### src/shared/mmc_pkg.sv
// Constants, register map, carriers and state type of the memory map and
// mode control unit. Assumes one bus clock domain; nothing here is clocked.
// Notes on behaviour
// - Mode pin sampled as reset releases
// - Pin rules in reset, mode bit after, for the direct page guard; mode output shows the mode bit
// - Sampled pin level loaded into mode bit
// - Mode writes act only on permitted changes
// - Forbidden change ignored, locks bit outside special
// - Secured device ignores all mode writes
// - Special mode enters background debug every reset
// - Unmapped core access requests system reset
// - Arbitrate core and debug, route granted access
// - Each master has its own mapping scheme
// - Paging reaches 256 KByte global space
// - Secured device denies external flash access
// - Odd address flagged misaligned, even aligned
// - Direct page supplies local address bits 15:8
// - Direct page: anytime special, once normal
// - Page index picks 16KB block at 0x8000
// - Page index resets to 0x0E
package mmc_pkg;
  // Register indices; byte address is four times the index
  localparam int unsigned IDX_W      = 8;
  localparam int unsigned ADDR_LSB   = 2;
  localparam logic [7:0] IDX_RSVD_A  = 8'h0a;
  localparam logic [7:0] IDX_MODE    = 8'h0b;
  localparam logic [7:0] IDX_RSVD_10 = 8'h10;
  localparam logic [7:0] IDX_DIRECT  = 8'h11;
  localparam logic [7:0] IDX_RSVD_12 = 8'h12;
  localparam logic [7:0] IDX_RSVD_13 = 8'h13;
  localparam logic [7:0] IDX_RSVD_14 = 8'h14;
  localparam logic [7:0] IDX_PAGE    = 8'h15;
  // Field layout and reset values
  localparam int unsigned MODE_POS   = 7;
  localparam logic        MODE_SS    = 1'b0;
  localparam logic        MODE_NS    = 1'b1;
  localparam logic [7:0]  DP_RESET   = 8'h00;
  localparam logic [3:0]  PAGE_RESET = 4'he;
  // Address widths
  localparam int unsigned LADDR_W = 16;
  localparam int unsigned GADDR_W = 18;
  localparam int unsigned PAGE_W  = 4;
  localparam int unsigned OFFS_W  = 14;
  localparam int unsigned DATA_W  = 16;
  // Local 16KB slots and the fixed pages behind them
  localparam logic [1:0] SLOT_LOW   = 2'b00;
  localparam logic [1:0] SLOT_MID   = 2'b01;
  localparam logic [1:0] SLOT_WIN   = 2'b10;
  localparam logic [3:0] PAGE_FIX_L = 4'hc;
  localparam logic [3:0] PAGE_FIX_M = 4'hd;
  localparam logic [3:0] PAGE_FIX_T = 4'hf;
  // Implemented on-chip resources, local view
  localparam logic [15:0] REG_END   = 16'h0400;
  localparam logic [15:0] RAM_LO    = 16'h3000;
  localparam logic [15:0] RAM_HI    = 16'h4000;
  localparam logic [3:0]  FLASH_MIN = 4'h8;
  // Masters
  localparam int unsigned N_MST = 2;
  localparam int unsigned M_CPU = 0;
  localparam int unsigned M_BDM = 1;

  // Reset capture phase
  typedef enum logic [1:0] {
    MMC_ST_HOLD = 2'b01,
    MMC_ST_RUN  = 2'b10
  } mmc_phase_e;

  // Request from one bus master
  typedef struct packed {
    logic                valid;
    logic                write;
    logic                direct;
    logic                use_dbg_page;
    logic [PAGE_W-1:0]   debug_page_index;
    logic [LADDR_W-1:0]  addr;
    logic [DATA_W-1:0]   wdata;
  } mmc_req_s;

  // Granted access routed to the on-chip resources
  typedef struct packed {
    logic                valid;
    logic                master;
    logic                write;
    logic                misaligned;
    logic                denied;
    logic [GADDR_W-1:0]  gaddr;
    logic [DATA_W-1:0]   wdata;
  } mmc_acc_s;

  // Whole state of the top module
  typedef struct packed {
    mmc_phase_e          phase;
    logic                mode;
    logic                locked;
    logic [7:0]          dp;
    logic                dp_written;
    logic [PAGE_W-1:0]   program_window_page;
    logic                bdm_active;
    logic                rst_req;
    logic [N_MST-1:0]    grant;
    mmc_acc_s            acc;
    logic                wr_pend;
    logic [IDX_W-1:0]    wr_idx;
    logic [31:0]         rdata;
  } mmc_state_s;

  localparam mmc_state_s ST_RESET = '{
    phase: MMC_ST_HOLD,
    dp:    DP_RESET,
    program_window_page: PAGE_RESET,
    default: '0
  };
endpackage

### src/logic/mmc_addr_map.sv
// Local to global translation for one master, with resource checks.
// Purely combinational; the top registers what it needs.
`timescale 1ns/100ps
module mmc_addr_map (
  input  mmc_pkg::mmc_req_s                req,
  input  logic                             is_bdm,
  input  logic                             secured,
  input  logic [7:0]                       dp,
  input  logic [mmc_pkg::PAGE_W-1:0]       win_page,
  output logic [mmc_pkg::GADDR_W-1:0]      gaddr,
  output logic                             unmapped,
  output logic                             denied,
  output logic                             misaligned
);
  logic [mmc_pkg::LADDR_W-1:0] local_a;  // Effective local address
  logic [mmc_pkg::PAGE_W-1:0]  page;     // Page behind the slot
  logic                        in_regs;
  logic                        in_ram;
  logic                        in_flash;

  // Page selection and resource decode
  always_comb begin
    local_a = req.direct ? {dp, req.addr[7:0]} : req.addr;
    case (local_a[15:14])
      mmc_pkg::SLOT_LOW: page = mmc_pkg::PAGE_FIX_L;
      mmc_pkg::SLOT_MID: page = mmc_pkg::PAGE_FIX_M;
      mmc_pkg::SLOT_WIN: page = win_page;
      default:           page = mmc_pkg::PAGE_FIX_T;
    endcase
    // Page plus slot offset spans the full global space
    gaddr    = {page, local_a[mmc_pkg::OFFS_W-1:0]};
    in_regs  = local_a < mmc_pkg::REG_END;
    in_ram   = (local_a >= mmc_pkg::RAM_LO) && (local_a < mmc_pkg::RAM_HI);
    in_flash = !in_regs && !in_ram && (page >= mmc_pkg::FLASH_MIN);
    unmapped   = !(in_regs || in_ram || in_flash);
    // Debug master counts as external access
    denied     = secured && is_bdm && in_flash;
    misaligned = local_a[0];
  end
endmodule

### src/logic/mmc_arbiter.sv
// Fixed priority pick between the two masters; debug wins.
// A master granted last cycle is held off one cycle so a held request
// is not taken twice.
`timescale 1ns/100ps
module mmc_arbiter (
  input  logic [mmc_pkg::N_MST-1:0] req_valid,
  input  logic [mmc_pkg::N_MST-1:0] blocked,
  output logic [mmc_pkg::N_MST-1:0] grant
);
  logic [mmc_pkg::N_MST-1:0] ok;

  // One grant at most per cycle
  always_comb begin
    ok    = req_valid & ~blocked;
    grant = '0;
    if (ok[mmc_pkg::M_BDM]) begin
      grant[mmc_pkg::M_BDM] = 1'b1;
    end else if (ok[mmc_pkg::M_CPU]) begin
      grant[mmc_pkg::M_CPU] = 1'b1;
    end
  end
endmodule

### src/logic/mmc_top.sv
// Memory map and mode control unit: mode capture and write guard,
// direct page and program page registers, master arbitration and
// address routing, plus an AHB-Lite register slave.
// Assumes one 100 MHz bus clock, single word transfers, masters that
// hold a request until they see their grant.
//
// The implementer's own choice: the AHB-Lite register port.
`timescale 1ns/100ps
module mmc_top (
  input  logic                      hclk,
  input  logic                      hresetn,
  input  logic                      hsel,
  input  logic [31:0]               haddr,
  input  logic [1:0]                htrans,
  input  logic                      hwrite,
  input  logic [2:0]                hsize,
  input  logic                      hready,
  input  logic [31:0]               hwdata,
  output logic                      hreadyout,
  output logic                      hresp,
  output logic [31:0]               hrdata,
  input  logic                      boot_select_input,
  input  logic                      secured,
  input  logic                      bdm_exit,
  input  mmc_pkg::mmc_req_s         cpu_req,
  input  mmc_pkg::mmc_req_s         bdm_req,
  output logic                      cpu_grant,
  output logic                      bdm_grant,
  output mmc_pkg::mmc_acc_s         acc,
  output logic                      sys_reset_req,
  output logic                      background_debug,
  output logic                      normal_single_chip,
  output logic [7:0]                direct_page_bits,
  output logic [mmc_pkg::PAGE_W-1:0] page_index_bits
);
  mmc_pkg::mmc_state_s st_reg;   // All state of the unit
  mmc_pkg::mmc_state_s st_next;  // Its next value

  // Requests of both masters, indexed by master number
  mmc_pkg::mmc_req_s              reqs       [mmc_pkg::N_MST];
  logic [mmc_pkg::GADDR_W-1:0]    gaddr_m    [mmc_pkg::N_MST];
  logic [mmc_pkg::N_MST-1:0]      unmapped_m;
  logic [mmc_pkg::N_MST-1:0]      denied_m;
  logic [mmc_pkg::N_MST-1:0]      misal_m;
  logic [mmc_pkg::N_MST-1:0]      req_valid;
  logic [mmc_pkg::N_MST-1:0]      grant_now;

  // Bus address phase decode
  logic                           ahb_take;  // Transfer accepted
  logic [mmc_pkg::IDX_W-1:0]      a_idx;     // Register index
  logic                           a_hit;     // Inside the register block
  logic                           mode_eff;  // Mode in force now
  logic                           mode_wr;   // Mode write in data phase
  logic                           dp_wr;     // Direct write in data phase
  logic                           want_mode; // Requested mode bit

  assign reqs[mmc_pkg::M_CPU] = cpu_req;
  assign reqs[mmc_pkg::M_BDM] = bdm_req;
  assign ahb_take = hsel && hready && htrans[1];
  assign a_idx    = haddr[mmc_pkg::IDX_W+mmc_pkg::ADDR_LSB-1:
                          mmc_pkg::ADDR_LSB];
  assign a_hit    = (haddr[31:mmc_pkg::IDX_W+mmc_pkg::ADDR_LSB] == '0) &&
                    (haddr[mmc_pkg::ADDR_LSB-1:0] == '0);
  assign mode_wr  = st_reg.wr_pend && (st_reg.wr_idx == mmc_pkg::IDX_MODE);
  assign dp_wr    = st_reg.wr_pend && (st_reg.wr_idx == mmc_pkg::IDX_DIRECT);
  assign want_mode = hwdata[mmc_pkg::MODE_POS];

  // Until the pin is captured the pin itself sets the mode
  assign mode_eff = (st_reg.phase == mmc_pkg::MMC_ST_HOLD) ?
                    boot_select_input : st_reg.mode;

  // Register read value; unimplemented bits and reserved words are zero
  function automatic logic [31:0] reg_read(
    input logic [mmc_pkg::IDX_W-1:0] idx,
    input mmc_pkg::mmc_state_s       s
  );
    logic [31:0] v;
    v = '0;
    case (idx)
      mmc_pkg::IDX_MODE:   v[mmc_pkg::MODE_POS] = s.mode;
      mmc_pkg::IDX_DIRECT: v[7:0] = s.dp;
      mmc_pkg::IDX_PAGE:   v[mmc_pkg::PAGE_W-1:0] = s.program_window_page;
      default:             v = '0;
    endcase
    return v;
  endfunction

  // One translator per master; each carries its own scheme
  generate
    for (genvar g = 0; g < mmc_pkg::N_MST; g++) begin : g_map
      logic [mmc_pkg::PAGE_W-1:0] win_page;
      // Debug master may use its own page index
      assign win_page = (g == mmc_pkg::M_BDM && reqs[g].use_dbg_page) ?
                        reqs[g].debug_page_index : st_reg.program_window_page;
      assign req_valid[g] = reqs[g].valid;
      mmc_addr_map u_map (
        .req        (reqs[g]),
        .is_bdm     (g == mmc_pkg::M_BDM),
        .secured    (secured),
        .dp         (st_reg.dp),
        .win_page   (win_page),
        .gaddr      (gaddr_m[g]),
        .unmapped   (unmapped_m[g]),
        .denied     (denied_m[g]),
        .misaligned (misal_m[g])
      );
    end
  endgenerate

  // Arbiter; last cycle's winner sits out one cycle
  mmc_arbiter u_arb (
    .req_valid (req_valid),
    .blocked   (st_reg.grant),
    .grant     (grant_now)
  );

  // Next state of the whole unit
  always_comb begin
    st_next         = st_reg;
    st_next.rst_req = 1'b0;
    st_next.grant   = grant_now;
    st_next.acc     = '0;

    // Debug firmware leaves the active state; placed ahead of the capture
    // so that a capture in the same cycle wins
    if (bdm_exit) begin
      st_next.bdm_active = 1'b0;
    end

    // Capture phase: first edge after reset release
    case (st_reg.phase)
      mmc_pkg::MMC_ST_HOLD: begin
        st_next.mode  = boot_select_input;
        st_next.phase = mmc_pkg::MMC_ST_RUN;
        // Special mode always starts under debug control
        st_next.bdm_active = (boot_select_input == mmc_pkg::MODE_SS);
      end
      mmc_pkg::MMC_ST_RUN: begin
        st_next.phase = mmc_pkg::MMC_ST_RUN;
      end
      default: begin
        // Illegal code: fall back to recapture
        st_next.phase = mmc_pkg::MMC_ST_HOLD;
      end
    endcase

    // Bus address phase: note writes, fetch read data
    st_next.wr_pend = 1'b0;
    if (ahb_take) begin
      st_next.wr_pend = hwrite && a_hit;
      st_next.wr_idx  = a_idx;
      st_next.rdata   = (!hwrite && a_hit) ? reg_read(a_idx, st_reg) : '0;
    end

    // Mode write; secured device ignores it outright
    if (mode_wr && !secured) begin
      if (!st_reg.locked && want_mode != st_reg.mode) begin
        if (st_reg.mode == mmc_pkg::MODE_SS) begin
          st_next.mode = mmc_pkg::MODE_NS;
        end else begin
          // Refused change; the lock only bites outside special mode
          st_next.locked = 1'b1;
        end
      end
    end

    // Direct page: free in special mode, write once in normal mode
    if (dp_wr) begin
      if (mode_eff == mmc_pkg::MODE_SS || !st_reg.dp_written) begin
        st_next.dp         = hwdata[7:0];
        // Only a write in normal mode uses up the single chance
        st_next.dp_written = st_reg.dp_written ||
                             (mode_eff == mmc_pkg::MODE_NS);
      end
    end

    // Program page index writable at any time
    if (st_reg.wr_pend && st_reg.wr_idx == mmc_pkg::IDX_PAGE) begin
      st_next.program_window_page = hwdata[mmc_pkg::PAGE_W-1:0];
    end

    // Route the granted request
    for (int m = 0; m < mmc_pkg::N_MST; m++) begin
      if (grant_now[m]) begin
        st_next.acc.valid      = 1'b1;
        st_next.acc.master     = (m == mmc_pkg::M_BDM);
        st_next.acc.write      = reqs[m].write;
        st_next.acc.misaligned = misal_m[m];
        st_next.acc.denied     = denied_m[m];
        st_next.acc.gaddr      = gaddr_m[m];
        st_next.acc.wdata      = reqs[m].wdata;
      end
    end

    // Both modes are single chip, so a stray core access always resets
    if (grant_now[mmc_pkg::M_CPU] && unmapped_m[mmc_pkg::M_CPU]) begin
      st_next.rst_req = 1'b1;
    end
  end

  // State register; reset value holds page 0x0E
  always_ff @(posedge hclk or negedge hresetn) begin
    if (!hresetn) begin
      st_reg <= mmc_pkg::ST_RESET;
    end else begin
      st_reg <= st_next;
    end
  end

  // Outputs straight from the state register, except hreadyout and hresp, which are tied off
  assign hreadyout          = 1'b1;
  assign hresp              = 1'b0;
  assign hrdata             = st_reg.rdata;
  assign cpu_grant          = st_reg.grant[mmc_pkg::M_CPU];
  assign bdm_grant          = st_reg.grant[mmc_pkg::M_BDM];
  assign acc                = st_reg.acc;
  assign sys_reset_req      = st_reg.rst_req;
  assign background_debug   = st_reg.bdm_active;
  assign normal_single_chip = st_reg.mode;
  assign direct_page_bits   = st_reg.dp;
  assign page_index_bits    = st_reg.program_window_page;
endmodule

### config.mk
export PLATFORM = sky130hd
export DESIGN_NAME = mmc_top
export DESIGN_NICKNAME = d
export VERILOG_FILES = /design/src/shared/mmc_pkg.sv /design/src/logic/mmc_addr_map.sv /design/src/logic/mmc_arbiter.sv /design/src/logic/mmc_top.sv
export SDC_FILE = /design/constraint.sdc
export NUM_CORES = 1
export LEC_CHECK = 0
export BUFFER_PORTS_ARGS = -buffer_cell sky130_fd_sc_hd__buf_2
export CAP_MARGIN = 0
export CELL_PAD_IN_SITES_DETAIL_PLACEMENT = 0
export CELL_PAD_IN_SITES_GLOBAL_PLACEMENT = 1
export CORE_MARGIN = 2
export CORE_UTILIZATION = 35
export CTS_BUF_LIST = sky130_fd_sc_hd__clkbuf_2
export DETAILED_ROUTE_END_ITERATION = 7
export GPL_ROUTABILITY_DRIVEN = 0
export PLACE_DENSITY_LB_ADDON = 0.15
export SYNTH_ARGS = -nofsm -noshare
export SYNTH_HDL_FRONTEND = slang
export SYNTH_SLANG_ARGS = --single-unit
### constraint.sdc
create_clock -name hclk -period 3.1 [get_ports hclk]
set_clock_uncertainty 0.05 [all_clocks]
set_input_delay 0.31 -clock hclk [delete_from_list [all_inputs] [get_ports hclk]]
set_output_delay 0.31 -clock hclk [all_outputs]
set_load 0.1 [all_outputs]
==> results.ini, run 1 <==
[route]
ant_nets = 0
drc = 0
vias = 3110
wl_per_cell_um = 14.5
finalWirelength_mm = 10.0
routed_via_density = 4.49
dr.pass1.iters = 7
drt_iter0_markers = 117

[finish]
design_area_um2 = 5350
drive_above_1_share_pct = 45.1
antenna_cells = 0
mostFrequentLayoutCell = buf_2
largest_register_ffs = 38
mostFrequentLayoutCells = buf_2, dlygate4sd3_1, dfrtp_1
fillers = 1024
syn2layout_area_growth_pct = 36.6
nets = 705

[worst_setup_path]
crit_cells = 6
critPathMaxStageDelay_ns = 0.56
r2r_start = acc[37]$_DFF_PN0_
worstSetupPathType = reg -> reg
r2r-end = acc[23]$_DFF_PN0_
reg2regPathDepth = 6
crit_fanout = 26
critPathTopFamily = buffers and inverters
cp-endpoint = acc[23]$_DFF_PN0_
cpMostUsedCell = nand2b_1
critPathBufInv = 3
crit_start = acc[37]$_DFF_PN0_
critPathLaunchType = register
crit_chain = nand2b_1 > nand2b_1 > inv_1 > buf_4 > a22o_1 > dlygate4sd3_1
cp.arrival_ns = 2.81
cp-end-kind = register
ff2ff_setup_slack_ns = 0.65
slowest_stage = dlygate4sd3_1
crit_required_ns = 3.46

[clocking]
cts_buffer_depth = 2
cts_buffers = 9
cts_setup_buffers = 0
cts_tree = done
clkSinkCount = 75
cts_hold_buf = 76
clk_latency_ns = 0.51
cts_resized = 0
root_buffer = clkbuf_2
cts_htree_levels = 3
path_clk_slew_ns = 0.24

[floorplan]
row_count = 38
dieArea_um2 = 12100
initial_utilization_pct = 36.0
die_w_um = 110
ios = 247
die_h_um = 110
core-area_um2 = 10900

[placed_design]
placed_area_um2 = 4430
hpwl_mm = 7.10
portBuffers = 187

[timing]
max_freq_mhz = 408
slew_headroom_pct = 36.0
setup_viol = 0
timing.final.crit_share_pct = 79.1
finalHoldViolCount = 0
tns_ns = 0
worst_pin_slew_ns = 0.961
finalMaxSlewViolations = 0
min_period_ns = 2.45
rsz0062_at_grt = no

[flow_run]
maxCapViolCount = 0

[pwr]
vdd_drop_max_uv = 221
p_total_uw = 2690
p_leak_uw = 0.00277
powerDensity_nw_per_um2 = 503

[global_routing]
grt_pass1_wl_mm = 14.6
grtUsageTotal_pct = 16.1
grt_max_degree = 76
overflow = 0
grt_pass1_vias = 2952
antenna_found_initial = 0

[yosys]
avgSynthCellArea_um2 = 11.5
yosysWarnings = 0
synth.yosys.seq_area_share_pct = 48.0
ys_types = 43
synthArstFlopShare_pct = 100
synthCells = 341
ys_ff_latch = 75
synthFlopType = dfrtp_1
syn_area_um2 = 3920
synth_edf_count = 0

[min_path]
hold_class = in -> reg

[status]
status = finished clean

## through the flow
| step | hold slack [ns] | worst slack [ns] | utilization, % | cells |
|---|---|---|---|---|
| global route | 0.00668 | 0.504 | 49.1 | 692 |
| floorplan | -0.0356 | 1.03 | - | 365 |
| global placement | 0.410 | 1.09 | 40.7 | 598 |
| CTS | 0.00481 | 0.660 | 49.0 | 690 |
| finish | 0.0508 | 0.649 | 49.1 | 692 |
| detailed placement | 0.416 | 1.08 | 40.7 | 598 |
## layout make-up
class	count	area [um2]	share of cell area [%]
Clock inverter	7	92.6	1.73
Tap cell	140	175	3.27
Clock buffer	9	45.0	0.842
Sequential cell	75	1880	35.2
Inverter	10	37.5	0.701
Multi-Input combinational cell	184	1390	25.9
Timing Repair Buffer	267	1730	32.4
## synthesized netlist by cell type (2+ instances only)
library cell	count	area, um2
buf_4	86	646
dfrtp_1	71	1780
mux2_2	29	327
a22o_1	25	219
nand2_1	16	60.1
o21ai_0	15	75.1
mux2i_1	14	140
inv_1	10	37.5
buf_2	5	25.0
nand2b_1	5	31.3
nor2_1	5	18.8
o31ai_1	5	37.5
dfstp_2	4	105
nor2b_1	4	25.0
nor4_1	4	25.0
a21oi_1	3	15.0
nand3_1	3	15.0
nor3_1	3	15.0
a22oi_1	2	15.0
and4_2	2	20.0
buf_1	2	7.51
buf_6	2	22.5
conb_1	2	7.51
nor3b_1	2	15.0
o21bai_1	2	15.0
o22ai_1	2	12.5
or4_4	2	22.5
## kinds of logic after synthesis
| logic type | count (synthesis) | share of synthesized area (%) |
|---|---|---|
| buf+inv | 106 | 18.9 |
| flops | 75 | 48.0 |
| compound gates | 59 | 11.2 |
| simple gates | 54 | 9.07 |
| mux | 44 | 12.3 |
| other cells | 2 | 0.192 |
| fa+ha+maj | 1 | 0.319 |
## routing by layer
layer  wire (um)  vias to the layer above  GRT usage (%)
met5           0                        -              0
met3         638                        7           3.85
met2        4990                      121           27.1
met4          84                        0           4.97
met1        4330                     1488           20.3
li1            -                     1494              -
## report_power, final
| part | switching [uW] | internal, uW |
|---|---|---|
| Combinational | 726 | 252 |
| Clock | 355 | 264 |
| Sequential | 41.9 | 1050 |
## worst reg2reg max path: stages (launching register included)
cell	delay, ns
dfrtp_1	0.43
nand2b_1	0.28
nand2b_1	0.38
inv_1	0.15
buf_4	0.26
a22o_1	0.22
dlygate4sd3_1	0.56
## worst min path at each step
stage,from,end,slack (ns),cells after the start
after detailed placement,hrdata[7]$_DFFE_PN0P_,hrdata[7]$_DFFE_PN0P_,0.42,2
after global routing,cpu_req[24],acc[24]$_DFF_PN0_,0.007,3
after global placement,st_reg[97]$_DFFE_PN0P_,st_reg[97]$_DFFE_PN0P_,0.41,1
after floorplan,hresetn,acc[0]$_DFF_PN0_,-0.04,0
final,cpu_req[24],acc[24]$_DFF_PN0_,0.05,3
after CTS,cpu_req[25],acc[25]$_DFF_PN0_,0.005,3
(Power assumes the default switching activity.)
==> run 2: changes to the inputs <==
- CORE_UTILIZATION: 35 -> 32
- clock period: 3.1 -> 2.5 ns (I/O delays scaled with it)
==> results.ini, run 2 (synthesis results as in run 1) <==
[min_path]
min_from = bdm_req[39]
hold_path_depth = 3
hold_end = acc[38]$_DFF_PN0_
hold_class = in -> reg

[floorplan]
die_w_um = 115
row_count = 40
core-area_um2 = 12000
ios = 247
dieArea_um2 = 13100
initial_utilization_pct = 32.8
die_h_um = 115

[worst_setup_path]
cp.arrival_ns = 2.73
r2r-end = acc[4]$_DFF_PN0_
ff2ff_setup_slack_ns = 0.15
reg2regPathDepth = 5
cp-end-kind = register
critPathBufInv = 2
cpMostUsedCell = nand2b_1
crit_fanout = 15
r2r_start = acc[37]$_DFF_PN0_
critPathMaxStageDelay_ns = 0.56
worstSetupPathType = reg -> reg
crit_chain = nand2b_1 > nand2b_1 > clkinvlp_4 > a22o_1 > dlygate4sd3_1
slowest_stage = dlygate4sd3_1
critPathTopFamily = buffers and inverters
crit_required_ns = 2.88
critPathLaunchType = register

[route]
drc = 0
dr.pass1.iters = 4
ant_nets = 0
wl_met1_mm = 4.27
drt_iter0_markers = 116
met2_length_mm = 5.50
finalWirelength_mm = 10.7
wl_met3_um = 777
highest-signal-layer = met4
routed_via_density = 4.41
wl_per_cell_um = 15.0
vias = 3152

[global_routing]
grt_max_degree = 42
grtUsageTotal_pct = 16.0
overflow = 0
antenna_found_initial = 0
grt_pass1_vias = 3131
grt_pass1_wl_mm = 16.1

[placed_design]
hpwl_mm = 7.39
portBuffers = 187
dp_cells = 608
dp_slack_ns = 0.492

[timing]
worst_pin_slew_ns = 0.624
rsz0062_at_grt = no
finalMaxSlewViolations = 0
timing.final.crit_share_pct = 94.1
min_period_ns = 2.35
slew_headroom_pct = 58.4
tns_ns = 0
finalHoldViolCount = 0
fin_ws_ns = 0.148
setup_viol = 0
max_freq_mhz = 425

[pwr]
vdd_drop_max_uv = 229
powerDensity_nw_per_um2 = 610
p_leak_uw = 0.00285

[clocking]
cts_tree = done
clkSinkCount = 75
cts_htree_levels = 3
cts_buffers = 9
clk_latency_ns = 0.54
root_buffer = clkbuf_2
cts_buffer_depth = 2
path_clk_slew_ns = 0.20

[status]
status = finished clean

[finish]
antenna_cells = 0
nets = 721
drive_above_1_share_pct = 44.5
mostFrequentLayoutCell = buf_2
utilization_pct = 46.1
largest_register_ffs = 38
syn2layout_area_growth_pct = 40.8
mostFrequentLayoutCells = buf_2, dlygate4sd3_1, dfrtp_1
final_cells = 715

[flow_run]
maxCapViolCount = 0

run 2: worst max path at each step:
stage | from | endpoint | slack, ns | depth (start not counted)
2_1_floorplan | acc[37]$_DFF_PN0_ | acc[10]$_DFF_PN0_ | 0.43 | 7
3_3_place_gp | st_reg[99]$_DFF_PN1_ | direct_page_bits[4]$_DFFE_PN0P_ | 0.49 | 5
3_5_place_dp | st_reg[99]$_DFF_PN1_ | direct_page_bits[1]$_DFFE_PN0P_ | 0.49 | 5
4_1_cts | acc[37]$_DFF_PN0_ | acc[20]$_DFF_PN0_ | 0.09 | 5
5_1_grt | acc[37]$_DFF_PN0_ | acc[8]$_DFF_PN0_ | 0.02 | 5
6_report | acc[37]$_DFF_PN0_ | acc[4]$_DFF_PN0_ | 0.15 | 5
run 2: final cells by class:
type,count,area (um2)
fill,1146,6440
timing repair buffer,282,1890
sequential,75,1880
multi-input combinational,184,1390
tap,147,184
clock inverter,6,80.1
clock buffer,10,50.0
inverter,10,41.3
timing repair inverter,1,7.51
run 2: where the power goes:
part           switching [uW]  internal, uW  total, uW  leakage [uW]
combinational             911           336       1250       0.00183
sequential               51.4          1310       1360      0.000939
clock                     438           327        765     0.0000770
total                    1400          1970       3370       0.00285
run 2: timing repair:
| item | in CTS | in global routing |
|---|---|---|
| hold buffers | 90 | 0 |
| resized for setup | 0 | 2 |
| hold endpoints to repair | 102 | 0 |
| endpoints found under the setup margin | 0 | 24 |
| buffers inserted | 0 | 0 |
run 2: per-stage QoR:
stage / cell area (um2) / power, uW / hold WS, ns
floorplan: 4010 / 2370 / -0.0956
global placement: 4480 / 2480 / 0.227
detailed placement: 4480 / 2490 / 0.230
CTS: 5510 / 3410 / 0.00930
global route: 5520 / 3530 / 0.0317
finish: 5520 / 3370 / 0.0547
run 2: metal layers:
metal / vias to the layer above / global-route usage (%)
li1: 1524 / -
met1: 1480 / 18.5
met2: 134 / 28.0
met3: 14 / 5.19
met4: 0 / 5.28
met5: - / 0
run 2: tightest hold or removal path, stage by stage:
cell and delay (ns):
buf_2 0.07, nand2b_1 0.18, nand2_1 0.11
==> run 3: changes to the inputs <==
- BUFFER_PORTS_ARGS: -buffer_cell sky130_fd_sc_hd__buf_2 -> -buffer_cell sky130_fd_sc_hd__buf_4
==> results.ini, run 3 (synthesis results as in run 1) <==
[global_routing]
grt_pass1_vias = 3133
grtUsageTotal_pct = 15.7
grt_max_degree = 47
antenna_found_initial = 0
overflow = 0
grt_pass1_wl_mm = 15.8

[finish]
utilization_pct = 49.6
seq_area_um2 = 1880
mostFrequentLayoutCell = buf_4
largest_register_ffs = 38
syn2layout_area_growth_pct = 51.5
antenna_cells = 0
drive_above_1_share_pct = 45.4
mostFrequentLayoutCells = buf_4, dlygate4sd3_1, dfrtp_1
nets = 716
multi_input_comb_area_um2 = 1390
fillers = 1105

[floorplan]
ios = 247
die_h_um = 115
initial_utilization_pct = 32.8
core-area_um2 = 12000
row_count = 40
die_w_um = 115
dieArea_um2 = 13100

[timing]
finalMaxSlewViolations = 0
slew_headroom_pct = 54.4
worst_pin_slew_ns = 0.683
tns_ns = 0
setup_viol = 0
max_freq_mhz = 405
fin_ws_ns = 0.0288
min_period_ns = 2.47
timing.final.crit_share_pct = 98.8
finalHoldViolCount = 0
rsz0062_at_grt = no

[worst_setup_path]
crit_cells = 8
worstSetupPathType = in -> reg
crit_fanout = 3
reg2regPathDepth = 5
crit_chain = dlygate4sd3_1 > buf_4 > or4_4 > dlygate4sd3_1 > nor2_4 > dlygate4sd3_1 > nand3_1 > o31ai_1
critPathTopFamily = buffers and inverters
crit_required_ns = 2.89
r2r-end = acc[0]$_DFF_PN0_
ff2ff_setup_slack_ns = 0.20
critPathLaunchType = primary input
r2r_start = acc[37]$_DFF_PN0_
critPathBufInv = 4
cp.arrival_ns = 2.86
slowest_stage = dlygate4sd3_1
cpMostUsedCell = dlygate4sd3_1
cp-end-kind = register
critPathMaxStageDelay_ns = 0.60

[route]
finalWirelength_mm = 10.7
dr.pass1.iters = 4
drt_iter0_markers = 146
drc = 0
routed_via_density = 4.52
vias = 3206
wl_per_cell_um = 15.1
ant_nets = 0

[placed_design]
portBuffers = 187
hpwl_mm = 7.60
dp_slack_ns = 0.456

[clocking]
clk_latency_ns = 0.51
path_clk_slew_ns = 0.20
root_buffer = clkbuf_2
cts_tree = done
cts_htree_levels = 3
cts_buffer_depth = 2
clkSinkCount = 75
cts_buffers = 9

[flow_run]
maxCapViolCount = 0

[pwr]
p_leak_uw = 0.00295
combPwrFrac_pct = 38.8
p_sw_uw = 1380
powerDensity_nw_per_um2 = 579
clockPowerShare_pct = 21.6
p_int_uw = 2060
vdd_drop_max_uv = 237
p_total_uw = 3440
switching_share_pct = 40.2
seq_power_share_pct = 39.6

[min_path]
hold_path_depth = 3
hold_class = in -> reg
hold_end = acc[32]$_DFF_PN0_
min_from = bdm_req[36]

[status]
status = finished clean

run 3: cell types whose count changed in the layout (fill, tap and decap cells not counted), sizes merged:
cell,delta
dlygate4sd3,-5
clkinvlp,+1
clkinv,-2
run 3: stage by stage:
step                      hold slack, ns  instances  cell area (um2)
after global placement             0.246        608             4940
after floorplan                  -0.0956        365             4010
after CTS                        0.00368        705             5890
after global routing              0.0260        709             5940
after detailed placement           0.248        608             4940
final                             0.0529        709             5940
run 3: worst max path at each step:
stage,from,endpoint
global placement,st_reg[99]$_DFF_PN1_,direct_page_bits[4]$_DFFE_PN0P_
finish,haddr[20],hrdata[7]$_DFFE_PN0P_
detailed placement,st_reg[99]$_DFF_PN1_,direct_page_bits[4]$_DFFE_PN0P_
floorplan,acc[37]$_DFF_PN0_,acc[10]$_DFF_PN0_
global route,haddr[20],hrdata[7]$_DFFE_PN0P_
CTS,acc[37]$_DFF_PN0_,acc[20]$_DFF_PN0_
run 3: layer usage:
layer / wire length, um / part of all wire [%] / global-route usage (%) / up-vias
li1: - / - / - / 1520
met1: 4290 / 40 / 17.8 / 1539
met2: 5460 / 51 / 28.0 / 133
met3: 772 / 7.2 / 4.29 / 14
met4: 183 / 1.7 / 5.85 / 0
met5: 0 / 0 / 0 / -
run 3: worst reg2reg max path: cells and delay by family, from the launching register on:
kind | cells | cell delay [ns]
AND/OR/NAND/NOR | 1 | 0.31
flip-flops | 1 | 0.40
buffers and inverters | 3 | 1.25
AO/OA/AOI/OAI | 1 | 0.22
run 3: repair_timing:
action / in CTS / in global routing
setup endpoints to repair: 0 / 25
hold buffers: 82 / 3
buffers inserted: 0 / 0
hold endpoints to repair: 102 / 1
gates resized for setup: 0 / 3
run 3: final cells by class:
type	instances	area share [%]
clock buffer	10	0.843
clock inverter	5	1.35
inverter	10	0.695
multi-input combinational	184	23.4
sequential	75	31.7
tap	147	3.10
timing repair buffer	277	38.8
timing repair inverter	1	0.126
run 3: power groups by stage:
stage / clock, uW / combinational [uW] / sequential, uW
after global routing: 830 / 1390 / 1380
after detailed placement: 0 / 1210 / 1390
final: 744 / 1330 / 1360
after floorplan: 0 / 979 / 1390
after CTS: 786 / 1330 / 1360
after global placement: 0 / 1200 / 1380
